`src/rtl/relay_diag_pkg.sv`:
```
// constants and types shared by the relay diagnosis register block
// assumes a single 50 MHz device clock; frame-level register port
package relay_diag_pkg;

    localparam int unsigned NUM_CHANNELS       = 8;          // switched channels
    localparam int unsigned REG_WIDTH          = 4;          // data bits per register

    // register bank selector values
    localparam logic        BANK_COMMAND       = 1'b0;       // bank holding the command register
    localparam logic        BANK_DIAG          = 1'b1;       // bank holding the diagnosis registers

    // register addresses inside a bank
    localparam logic [1:0]  ADDR_DIAG_0_1      = 2'h0;       // diag_channels_0_1
    localparam logic [1:0]  ADDR_DIAG_2_3      = 2'h1;       // diag_channels_2_3
    localparam logic [1:0]  ADDR_DIAG_4_5      = 2'h2;       // diag_channels_4_5
    localparam logic [1:0]  ADDR_DIAG_6_7      = 2'h3;       // diag_channels_6_7
    localparam logic [1:0]  ADDR_COMMAND       = 2'h0;       // command_control in command bank

    // field positions inside a diagnosis register
    localparam int unsigned LOW_FAULT_BIT      = 0;          // channel_fault_flag of low channel
    localparam int unsigned LOW_OPEN_BIT       = 1;          // open_load_flag of low channel
    localparam int unsigned HIGH_FAULT_BIT     = 2;          // channel_fault_flag of high channel
    localparam int unsigned HIGH_OPEN_BIT      = 3;          // open_load_flag of high channel

    // field positions inside the command register
    localparam int unsigned CMD_CLEAR_BIT      = 0;          // clear_fault_latches
    localparam int unsigned CMD_RESET_BIT      = 1;          // soft reset request
    localparam int unsigned CMD_STANDBY_BIT    = 2;          // standby_request
    localparam int unsigned CMD_WAKE_BIT       = 3;          // wake request

    // values after reset
    localparam logic [3:0]  CMD_RESET_VALUE    = 4'h0;       // command register
    localparam logic [7:0]  FLAGS_RESET_VALUE  = 8'h00;      // latched flags
    localparam logic [3:0]  RDATA_RESET_VALUE  = 4'h0;       // read data

    // overload shutdown timing
    localparam int unsigned CLK_FREQ_MHZ       = 50;         // device clock rate
    localparam int unsigned OVL_OFF_TIME_US    = 60;         // longest overload shut-down delay
    localparam int unsigned OVL_OFF_CYCLES     = OVL_OFF_TIME_US * CLK_FREQ_MHZ;  // exact product, 3000
    localparam int unsigned OVL_CNT_WIDTH      = 12;         // counter width covering the delay
    localparam logic [11:0] OVL_TRIP_COUNT     = 12'(OVL_OFF_CYCLES - 1);
    localparam logic [11:0] OVL_CNT_RESET      = 12'h000;    // counter value after reset

    typedef logic [NUM_CHANNELS-1:0] chan_t;     // one bit per channel
    typedef logic [REG_WIDTH-1:0]    reg_data_t; // register data word
    typedef logic [1:0]              reg_addr_t; // address inside a bank

endpackage : relay_diag_pkg

```
`src/rtl/ovl_shutdown_if.sv`:
```
// carrier between the register block and its overload shutdown timers
// assumes both ends run on the same clock
`timescale 1ns/1ps
interface ovl_shutdown_if;
    import relay_diag_pkg::*;
    logic  clk_en;    // global clock enable
    chan_t overload;  // raw overload detector per channel
    chan_t tripped;   // high while the overload has lasted the full shutdown delay

    modport timer (input clk_en, input overload, output tripped);
    modport owner (output clk_en, output overload, input tripped);
endinterface : ovl_shutdown_if

```
`src/rtl/ovl_shutdown_timer.sv`:
```
// per-channel overload persistence timers
// assumes overload inputs are synchronous to clk_i
`timescale 1ns/1ps
module ovl_shutdown_timer
(
    input  wire logic     clk_i,   // device clock
    input  wire logic     rstn_i,  // asynchronous reset, active low
    ovl_shutdown_if.timer ovl      // overload in, trip out
);
    import relay_diag_pkg::*;

    // one running count per channel
    typedef struct packed {
        logic [NUM_CHANNELS-1:0][OVL_CNT_WIDTH-1:0] count;
    } timer_state_t;

    timer_state_t state_reg;   // registered state
    timer_state_t state_next;  // next state

    // trip as the count reaches its last cycle while the overload persists
    always_comb
    begin
        for (int n = 0; n < NUM_CHANNELS; n++)
        begin
            ovl.tripped[n] = ovl.overload[n] && (state_reg.count[n] == OVL_TRIP_COUNT);
        end
    end

    // count up while overloaded, restart as soon as the overload goes away
    always_comb
    begin
        state_next = state_reg;
        for (int n = 0; n < NUM_CHANNELS; n++)
        begin
            if (!ovl.overload[n])
            begin
                // condition gone: restart the delay
                state_next.count[n] = OVL_CNT_RESET;
            end
            else if (state_reg.count[n] != OVL_TRIP_COUNT)
            begin
                // still inside the delay window
                state_next.count[n] = state_reg.count[n] + 12'h001;
            end
        end
    end

    // state register, frozen while the clock enable is low
    always_ff @(posedge clk_i or negedge rstn_i)
    begin
        if (!rstn_i)
        begin
            state_reg <= '0;
        end
        else if (ovl.clk_en)
        begin
            state_reg <= state_next;
        end
    end

endmodule : ovl_shutdown_timer

```
`src/rtl/relay_diag_status_regs.sv`:
```
// diagnosis flag latching and register set of an eight-channel relay switch
// assumes a frame-level register port: one reg_valid_i strobe per valid serial frame
// assumes detector inputs arrive filtered and synchronous to clk_i
// assumes clk_en_i gates every flop here, the overload timers included
//
// What this block does
// - diagnosis registers read-only, bank one only
// - pair per register, fault even, open-load odd
// - fault flag set on overload/overtemp shutdown
// - open-load flag set on open load while off
// - command register: clear, reset, standby, wake bits
// - overload shuts channel off within 60 us
// - clear bit clears faults, self-clears next frame
// - reading diagnosis register clears its open-load flags
`timescale 1ns/1ps
module relay_diag_status_regs
(
    input  wire logic                    clk_i,            // device clock, 50 MHz
    input  wire logic                    rstn_i,           // asynchronous reset, active low
    input  wire logic                    clk_en_i,         // clock enable, freezes all state when low
    // register port
    input  wire logic                    reg_valid_i,      // one-cycle strobe per valid frame
    input  wire logic                    reg_write_i,      // frame is a write
    input  wire logic                    reg_bank_i,       // register_bank_selector
    input  wire relay_diag_pkg::reg_addr_t reg_addr_i,     // address inside the bank
    input  wire relay_diag_pkg::reg_data_t reg_wdata_i,    // write data
    output logic [3:0]                   reg_rdata_o,      // read data of the last read frame
    // channel side
    input  wire relay_diag_pkg::chan_t   channel_on_i,     // requested channel state
    input  wire relay_diag_pkg::chan_t   overload_i,       // overload detector per channel
    input  wire relay_diag_pkg::chan_t   overtemp_i,       // overtemperature detector per channel
    input  wire relay_diag_pkg::chan_t   open_load_i,      // off-state open load detector
    output relay_diag_pkg::chan_t        channel_enable_o, // gated channel drive
    output relay_diag_pkg::chan_t        channel_fault_flag_o, // latched fault flags
    output relay_diag_pkg::chan_t        open_load_flag_o,     // latched open-load flags
    output logic                         soft_reset_req_o,     // command register reset bit
    output logic                         standby_request_o,    // command register standby bit
    output logic                         wake_request_o        // command register wake bit
);
    import relay_diag_pkg::*;

    // all block state
    typedef struct packed {
        chan_t     fault;   // channel_fault_flag latches
        chan_t     open;    // open_load_flag latches
        reg_data_t cmd;     // command_control
        reg_data_t rdata;   // read data holding register
    } regs_state_t;

    regs_state_t state_reg;   // registered state
    regs_state_t state_next;  // next state

    // decoded frame
    logic        diag_read;   // valid read of a diagnosis register
    logic        cmd_write;   // valid write of the command register
    logic        cmd_read;    // valid read of the command register
    logic        clear_req;   // write that sets clear_fault_latches
    chan_t       fault_set;   // fault events this cycle
    chan_t       open_set;    // open-load events this cycle
    chan_t       open_clr;    // open-load flags read this cycle
    logic [1:0]  pair_sel;    // selected channel pair

    // connection to the overload timers
    ovl_shutdown_if ovl ();

    // true when the frame addresses a diagnosis register
    function automatic logic is_diag(input logic bank, input reg_addr_t addr);
        // every address in the diagnosis bank is mapped
        is_diag = (bank == BANK_DIAG) && (addr <= ADDR_DIAG_6_7);
    endfunction : is_diag

    // true when the frame addresses the command register
    function automatic logic is_cmd(input logic bank, input reg_addr_t addr);
        is_cmd = (bank == BANK_COMMAND) && (addr == ADDR_COMMAND);
    endfunction : is_cmd

    // channel number of the low channel of a pair; the high one is this plus one
    function automatic logic [2:0] pair_low(input logic [1:0] pair);
        pair_low = {pair, 1'b0};
    endfunction : pair_low

    // pack one channel pair into a diagnosis word
    function automatic reg_data_t pack_pair(input chan_t fault, input chan_t open, input logic [1:0] pair);
        reg_data_t w;
        w = '0;
        w[LOW_FAULT_BIT]  = fault[pair_low(pair)];
        w[LOW_OPEN_BIT]   = open[pair_low(pair)];
        w[HIGH_FAULT_BIT] = fault[pair_low(pair) | 3'h1];
        w[HIGH_OPEN_BIT]  = open[pair_low(pair) | 3'h1];
        pack_pair = w;
    endfunction : pack_pair

    // overload persistence timers
    // they share the clock enable, so a frozen block also freezes
    // the shutdown delay instead of letting it run on unseen
    ovl_shutdown_timer i_ovl_shutdown_timer
    (
        .clk_i  (clk_i),
        .rstn_i (rstn_i),
        .ovl    (ovl.timer)
    );

    // drive the timer side of the carrier
    assign ovl.clk_en   = clk_en_i;
    assign ovl.overload = overload_i;

    // frame decode
    // purely combinational; nothing is taken unless the state
    // register below is enabled by clk_en_i on the same edge
    always_comb
    begin
        pair_sel  = reg_addr_i;
        diag_read = reg_valid_i && !reg_write_i && is_diag(reg_bank_i, reg_addr_i);
        cmd_read  = reg_valid_i && !reg_write_i && is_cmd(reg_bank_i, reg_addr_i);
        // writes into the diagnosis bank are not decoded at all
        cmd_write = reg_valid_i && reg_write_i && is_cmd(reg_bank_i, reg_addr_i);
        clear_req = cmd_write && reg_wdata_i[CMD_CLEAR_BIT];
    end

    // flag events and the open-load flags hit by a read
    // overload_i passes the persistence timers first, so short
    // inrush spikes on a switching load do not latch a fault
    always_comb
    begin
        // overtemperature at once, overload after the persistence delay
        fault_set = overtemp_i | ovl.tripped;
        // open load only counts while the channel is actually off
        open_set  = open_load_i & ~channel_enable_o;
        open_clr  = '0;
        if (diag_read)
        begin
            // both channels of the read pair lose their open-load latch
            open_clr[pair_low(pair_sel)]        = 1'b1;
            open_clr[pair_low(pair_sel) | 3'h1] = 1'b1;
        end
    end

    // next-state logic
    always_comb
    begin
        state_next = state_reg;

        // a clear that swallowed a fault raised in the same frame would
        // let a shorted channel restart unnoticed, hence set wins
        // fault latches: a new event wins over a clear in the same cycle
        if (clear_req)
        begin
            state_next.fault = fault_set;
        end
        else
        begin
            state_next.fault = state_reg.fault | fault_set;
        end

        // a read must not hide an open load that appears while it is taken
        // open-load latches: set wins over the clear on read
        state_next.open = (state_reg.open & ~open_clr) | open_set;

        // command register
        // reset, standby and wake are only requested here; acting on
        // them is left to the power control logic outside this block
        if (cmd_write)
        begin
            // all four bits are loaded from the write data; the clear bit then self-clears
            state_next.cmd = reg_wdata_i;
        end
        else if (reg_valid_i)
        begin
            // clear_fault_latches drops with the next valid frame
            state_next.cmd[CMD_CLEAR_BIT] = 1'b0;
        end

        // the host sees the flags as they stood before this frame
        // read data captured before the read-side clear takes effect
        if (diag_read)
        begin
            state_next.rdata = pack_pair(state_reg.fault, state_reg.open, pair_sel);
        end
        else if (cmd_read)
        begin
            // command register reads back as written
            state_next.rdata = state_reg.cmd;
        end
        else if (reg_valid_i && !reg_write_i)
        begin
            // unmapped read returns zero
            state_next.rdata = RDATA_RESET_VALUE;
        end
    end

    // state register, frozen while the clock enable is low
    // reset loads every field from its package constant
    always_ff @(posedge clk_i or negedge rstn_i)
    begin
        if (!rstn_i)
        begin
            state_reg.fault <= FLAGS_RESET_VALUE;
            state_reg.open  <= FLAGS_RESET_VALUE;
            state_reg.cmd   <= CMD_RESET_VALUE;
            state_reg.rdata <= RDATA_RESET_VALUE;
        end
        else if (clk_en_i)
        begin
            state_reg <= state_next;
        end
    end

    // outputs
    // the drive gate is combinational, so a latch that sets cuts the
    // channel in the same cycle rather than one cycle later
    always_comb
    begin
        // a latched fault keeps the channel off until the latch is cleared
        channel_enable_o     = channel_on_i & ~state_reg.fault;
        channel_fault_flag_o = state_reg.fault;
        open_load_flag_o     = state_reg.open;
        reg_rdata_o          = state_reg.rdata;
        soft_reset_req_o     = state_reg.cmd[CMD_RESET_BIT];
        standby_request_o    = state_reg.cmd[CMD_STANDBY_BIT];
        wake_request_o       = state_reg.cmd[CMD_WAKE_BIT];
    end

endmodule : relay_diag_status_regs

```
`config.mk`:
```
export PLATFORM = sky130hd
export DESIGN_NAME = relay_diag_status_regs
export DESIGN_NICKNAME = d
export VERILOG_FILES = /design/src/rtl/relay_diag_pkg.sv /design/src/rtl/ovl_shutdown_if.sv /design/src/rtl/ovl_shutdown_timer.sv /design/src/rtl/relay_diag_status_regs.sv
export SDC_FILE = /design/constraint.sdc
export NUM_CORES = 1
export LEC_CHECK = 0
export BUFFER_PORTS_ARGS = -buffer_cell sky130_fd_sc_hd__buf_4
export CAP_MARGIN = 20
export CORE_UTILIZATION = 40
export CTS_CLUSTER_SIZE = 8
export DETAILED_ROUTE_END_ITERATION = 8
export MAX_ROUTING_LAYER = met4
export PLACE_DENSITY = 0.59
export SYNTH_ARGS = -nofsm -noshare
export SYNTH_HDL_FRONTEND = slang
export SYNTH_HIERARCHICAL = 1
export SYNTH_SLANG_ARGS = --single-unit
```
`constraint.sdc`:
```
create_clock -name clk_i -period 1.65 [get_ports clk_i]
set_input_delay 0.165 -clock clk_i [delete_from_list [all_inputs] [get_ports clk_i]]
set_output_delay 0.165 -clock clk_i [all_outputs]
set_load 0.02 [all_outputs]
```
# Word-level counts from Yosys, hierarchy flattened
# Index checks and enable logic that the tools add are counted.
[totals] register_bits=120 latch_bits=0 mem_bits_rw=0 mem_bits_ro=0 inputBits=44 out_inout_bits=31 n_memories=0
[classes] n_addsub=8 mul=0 n_div=0 n_lt_le_gt_ge=5 n_eq_ne=24 n_shift=0 mux=35 n_bitwise=11 reduce_logical=33
[op_table] op="two-way mux 12 bit" n=16
[op_table] op="adder 12 x 1 -> 12 bit, second input constant" n=8
[op_table] op="== test 12 bit, second input constant" n=8
[op_table] op="!= test 12 bit, second input constant" n=8
[op_table] op="AND 8 bit" n=3
[op_table] op="NOT 8 bit" n=3
[op_table] op="bitwise OR 8 bit" n=3
[op_table] op="AND reduction 2 bit" n=11
[op_table] op="logical AND 1 bit" n=18
[op_table] op="two-way mux 8 bit" n=2
[op_table] op="!= test 2 x 1 -> 1 bit, second input constant" n=8
[op_table] op="two-way mux 4 bit" n=3
[op_table] op="binary-select mux 1 bit (select 2 bit)" n=4
[op_table] op="< comparator 3 x 4 -> 1 bit, second input constant" n=2
[op_table] op="two-way mux 1 bit" n=8
[op_table] op="bitwise OR 7 x 8 -> 8 bit" n=1
[op_table] op=">= comparator 3 x 1 -> 1 bit, second input constant" n=2
[op_table] op="demux 1 bit (select 2 bit)" n=2
[op_table] op="nonzero test 3 bit" n=1
[op_table] op="<= comparator 2 bit, second input constant" n=1
[op_table] op="logical NOT 2 bit" n=1
[op_table] op="nonzero test 2 bit" n=1
[op_table] op="logical NOT 1 bit" n=1
[op_table] op="NOT 1 bit" n=1

# Depth between registers and ports, before layout
[depth] depth_word=9 mapped_depth=6

# By module
# The synthesis kept the hierarchy.
[modules_own_cells] module="ovl_shutdown_timer" instances=1 cells_per_inst=624 area_each_um2=5609.1 seq_area_each_um2=2402.3
[modules_own_cells] module="relay_diag_status_regs" instances=1 cells_per_inst=131 area_each_um2=1410.1 seq_area_each_um2=600.6

# Least setup slack after synthesis
# No wires, ideal clock.
[synth_timing] path_kind="flip-flop to flip-flop" from="register i_ovl_shutdown_timer/state_reg[0] in the netlist's numbering" to="register i_ovl_shutdown_timer/state_reg[3] in the netlist's numbering" arrival_time_ns=1.674 required_time_ns=1.555 path_slack_ns=-0.119 stages_incl_launch_ff=7 n_path_buf=1 path_cell_list="dfrtp_1 ha_1 and4_1 clkbuf_1 a31o_2 or2_2 o31ai_1"
[synth_via] elab_chain_cells=3
[synth_rtl] item="start, declared" line_no="ovl_shutdown_timer.sv:17" text="timer_state_t state_reg;"
[synth_rtl] item="start signal, assigned" line_no="ovl_shutdown_timer.sv:57" text="state_reg <= state_next;"
[synth_rtl] item="adder 12 x 1 -> 12 bit or != test 12 bit (tied branches)" line_no="ovl_shutdown_timer.sv:43, ovl_shutdown_timer.sv:40"
[synth_rtl] item="two-way mux 12 bit or != test 2 x 1 -> 1 bit (tied branches)"
[synth_rtl] item="two-way mux 12 bit or AND reduction 2 bit (tied branches)"
# Several ways; a longest one is shown, not always the timed one. The select of a mux whose other input is x is not followed.
# A chain may end at the register's enable or synchronous reset.

# Worst setup path in the final report
[layout_timing] from="register i_ovl_shutdown_timer/state_reg[87] in the netlist's numbering" to="register i_ovl_shutdown_timer/state_reg[84] in the netlist's numbering"
[layout_via] elab_chain_cells=3
[layout_rtl] item="!= test 12 bit" line_no="ovl_shutdown_timer.sv:40" text="else if (state_reg.count[n] != OVL_TRIP_COUNT)"
[layout_rtl] item="!= test 2 x 1 -> 1 bit (no line)"
[layout_rtl] item="AND reduction 2 bit (no line)"
# No other way between the ends.

==> impl_metrics.py <==
metrics = {
    "route": {
        "viasPerCell": 5.70,
        "route.antenna.remaining_nets": 0,
        "routed-wl-met2_microns": 8650,
        "starting_drc_count_in_detailed_routing": 430,
        "drc": 0,
        "dr.max_layer_used": "met4",
        "drt_pre_antenna_iters": 5,
        "route.layer.met1.wl_microns": 8620,
        "detailroute.wirelength.met3_microns": 910,
        "vias": 6497,
        "routed_wirelength_microns": 18500,
        "avgRoutedWirePerCell_microns": 16.2,
    },
    "synth": {
        "netlist-cell-type-count": 73,
        "synth_top_cell_area_share_pct": 42.8,
        "synth_area_per_cell_sq_um": 9.30,
        "ys_top_cells_by_area": "dfrtp_1 43%, o21ai_0 6.3%, nand2_1 4.6%",
        "seq_area_frac_synth_pct": 42.8,
        "ys_ff_latch": 120,
        "synth.most_common_cell": "dfrtp_1",
        "synth_fp_nets": 807,
        "mappedNetlistArea_sq_mm": 0.00702,
        "synthCells": 755,
        "postSynth.asyncResetShare_pct": 100,
        "ys_top_cells_by_count": "120 x dfrtp_1, 89 x o21ai_0, 86 x nand2_1",
        "synth_enable_flop_cells": 0,
        "ys.flop_type": "dfrtp_1",
        "yosysWarningCount": 6,
        "post-synth-top-area-cell": "dfrtp_1",
    },
    "cells_and_area": {
        "area_delta_synth_final_pct": 31.9,
        "diodes": 0,
        "drive_above_1_share_pct": 30.6,
        "finish.net_count": 953,
        "largest_reg_flops": 96,
        "num-fill-cells": 1525,
    },
    "critical_path": {
        "crit_fanout": 3,
        "startpoint_type": "register",
        "regToRegSetupSlack_ns": -0.06,
        "cp_top_family": "simple AND/OR/NAND/NOR gates",
        "worst_r2r_path_depth": 5,
        "worst_ep_required_time_ns": 1.95,
        "critPathBufInv": 1,
        "endpoint_kind": "register",
        "slowest_stage": "dfrtp_1",
        "critPathMaxStageDelay_ns": 0.39,
        "path_cells": "buf_4 > or3_4 > nor4_4 > nor2_2 > mux2_4",
        "arrival_ns": 2.01,
        "criticalPathCategory": "register to register",
        "timing.critical_path.depth": 5,
    },
    "clock_network": {
        "cts_tree": "yes",
        "cts_inserted_buffers": 17,
        "cts.htree.levels": 4,
        "cts_sinks": 120,
        "clock_path_buffers": 2,
        "clk_transition_reported_paths_ns": 0.05,
        "insertion_delay_ns": 0.41,
        "cts_root_buffer": "clkbuf_16",
    },
    "sta": {
        "whs_ns": 0.0121,
        "worstMarginPinSlew_ns": 0.354,
        "shortest_period_the_worst_path_allows_ns": 1.71,
        "report.final.setup_viol": 6,
        "max_clock_freq_ghz": 0.585,
        "final_critical_path_setup_slack_ns": -0.0600,
        "unrepaired_setup_endpoints_after_global_routing": "yes",
        "report.final.hold_viol_count": 0,
        "worst_clock_skew_ns": 0.00589,
        "slew_headroom_pct": 76.1,
        "max_transition_viols_final": 0,
        "part_of_the_cycle_the_worst_path_needs_pct": 104,
    },
    "pwr": {
        "leakage_dissipation_nw": 4.06,
        "power.ir.vdd_worst_uv": 730,
        "cellPowerDensity_mw_per_mm2": 897,
    },
    "outcome": {
        "run_status": "finished with violations",
        "failing_checks": "negative setup slack",
    },
    "global_route": {
        "number_of_antenna_violations_at_the_first_check_in_global_routing": 0,
        "via_count_of_the_first_global_routing_pass": 6072,
        "pin_count_of_the_biggest_net_entering_global_routing": 41,
        "global_route.overflow_total": 0,
        "groute.usage.overall_pct": 21.6,
        "first_pass_grt_wire_length_microns": 30400,
    },
    "floorplan": {
        "top_level_ports": 75,
        "die_area_sq_mm": 0.0181,
        "core_region_area_sq_mm": 0.0172,
        "die_x_microns": 134,
        "die_height_microns": 134,
        "std_cell_rows": 48,
        "initial_utilization_pct": 40.7,
    },
    "worst_hold_path": {
        "min-delay-path-class": "input pin to register",
        "timing.hold.worst_path_depth": 3,
    },
    "placement": {
        "place_hpwl_microns": 12700,
        "routabilityCongestion": 0.874,
        "detailedPlace.worstSlack_ns": -0.0615,
        "number_of_buffers_inserted_by_port_buffering": 74,
    },
    "job": {
        "drv_cap": 0,
    },
}
[cell usage in the layout (no fill, tap or decap), types with 14 or more instances in the layout]
cell type / Yosys / final
o31ai_1: 28 / 19
dfrtp_1: 120 / 117
nand3_1: 34 / 32
inv_1: 25 / 25
o21ai_1: 3 / 14
nor2_1: 22 / 21
nand4_1: 32 / 32
o21ai_0: 89 / 77
and3_1: 17 / 17
nor2b_1: 21 / 21
buf_4: 21 / 163
nand2_1: 86 / 83
clkbuf_16: 0 / 17
[worst register-to-register path: cells and delay by family, from the launching register on]
family	cells	cell delay [ns]
flip-flops	1	0.39
AND/OR/NAND/NOR	3	0.80
buffers and inverters	1	0.13
multiplexers	1	0.28
[area by class of cell]
type | count | area [sq um] | area share [%]
well taps | 225 | 282 | 3.04
clock inverters | 7 | 90.1 | 0.973
multi-input cells | 558 | 3850 | 41.6
clock buffers | 25 | 505 | 5.46
inverters | 25 | 93.8 | 1.01
repair buffers | 179 | 1440 | 15.5
flip-flops and latches | 120 | 3010 | 32.5
[kinds of logic (layout without fill, tap and decap cells)]
logic type / Yosys count / count (layout) / share of synthesized area [%]
AO/OA/AOI/OAI: 229 / 229 / 22.0
multiplexers: 16 / 16 / 3.49
buffers and inverters: 78 / 236 / 6.19
flip-flops: 120 / 120 / 42.8
AND/OR/NAND/NOR: 304 / 305 / 24.1
adder cells (fa/ha/maj): 8 / 8 / 1.43
[repair_timing]
item / in CTS / in global routing
hold buffers: 9 / 1
gates resized for setup: 16 / 54
hold endpoints to repair: 128 / 1
gates cloned: 1 / 2
setup buffers: 1 / 15
pin swaps: 0 / 24
endpoints found under the setup margin: 22 / 67
[final timing paths]
kind / startpoint / to
setup / recovery: i_ovl_shutdown_timer/state_reg[87]$_DFFE_PN0P_ / i_ovl_shutdown_timer/state_reg[84]$_DFFE_PN0P_
hold / removal: open_load_i[1] / open_load_flag_o[1]$_DFFE_PN0P_
setup reg to reg: i_ovl_shutdown_timer/state_reg[87]$_DFFE_PN0P_ / i_ovl_shutdown_timer/state_reg[84]$_DFFE_PN0P_
hold reg to reg: state_reg[4]$_DFFE_PN0P_ / state_reg[4]$_DFFE_PN0P_
max in group asynchronous: rstn_i / i_ovl_shutdown_timer/state_reg[0]$_DFFE_PN0P_
min in group asynchronous: rstn_i / i_ovl_shutdown_timer/state_reg[89]$_DFFE_PN0P_
[metrics by stage]
stage	instance area, sq um	TNS, ns	instances	total power, W	utilization, %
2_1_floorplan	7060	-0.00924	755	0.00405	-
3_3_place_gp	8200	0	1079	0.00451	47.6
3_5_place_dp	8200	-0.198	1079	0.00455	47.6
4_1_cts	8960	-0.0709	1122	0.00831	52.0
5_1_grt	9260	-0.918	1139	0.00869	53.7
6_report	9260	-0.0878	1139	0.00831	53.7
[report_power, final]
part / total [W] / leakage [nW] / internal (W) / switching [W]
Combinational: 0.00121 / 2.22 / 0.000608 / 0.000603
Sequential: 0.00342 / 1.55 / 0.00317 / 0.000247
Clock: 0.00368 / 0.289 / 0.00241 / 0.00126
[metal layers]
metal	track usage [%]	vias to the layer above
li1	-	3145
met1	29.1	3121
met2	33.4	203
met3	3.08	28
met4	7.62	0
met5	-	-
No activity file was read; power rests on OpenSTA's default activity.
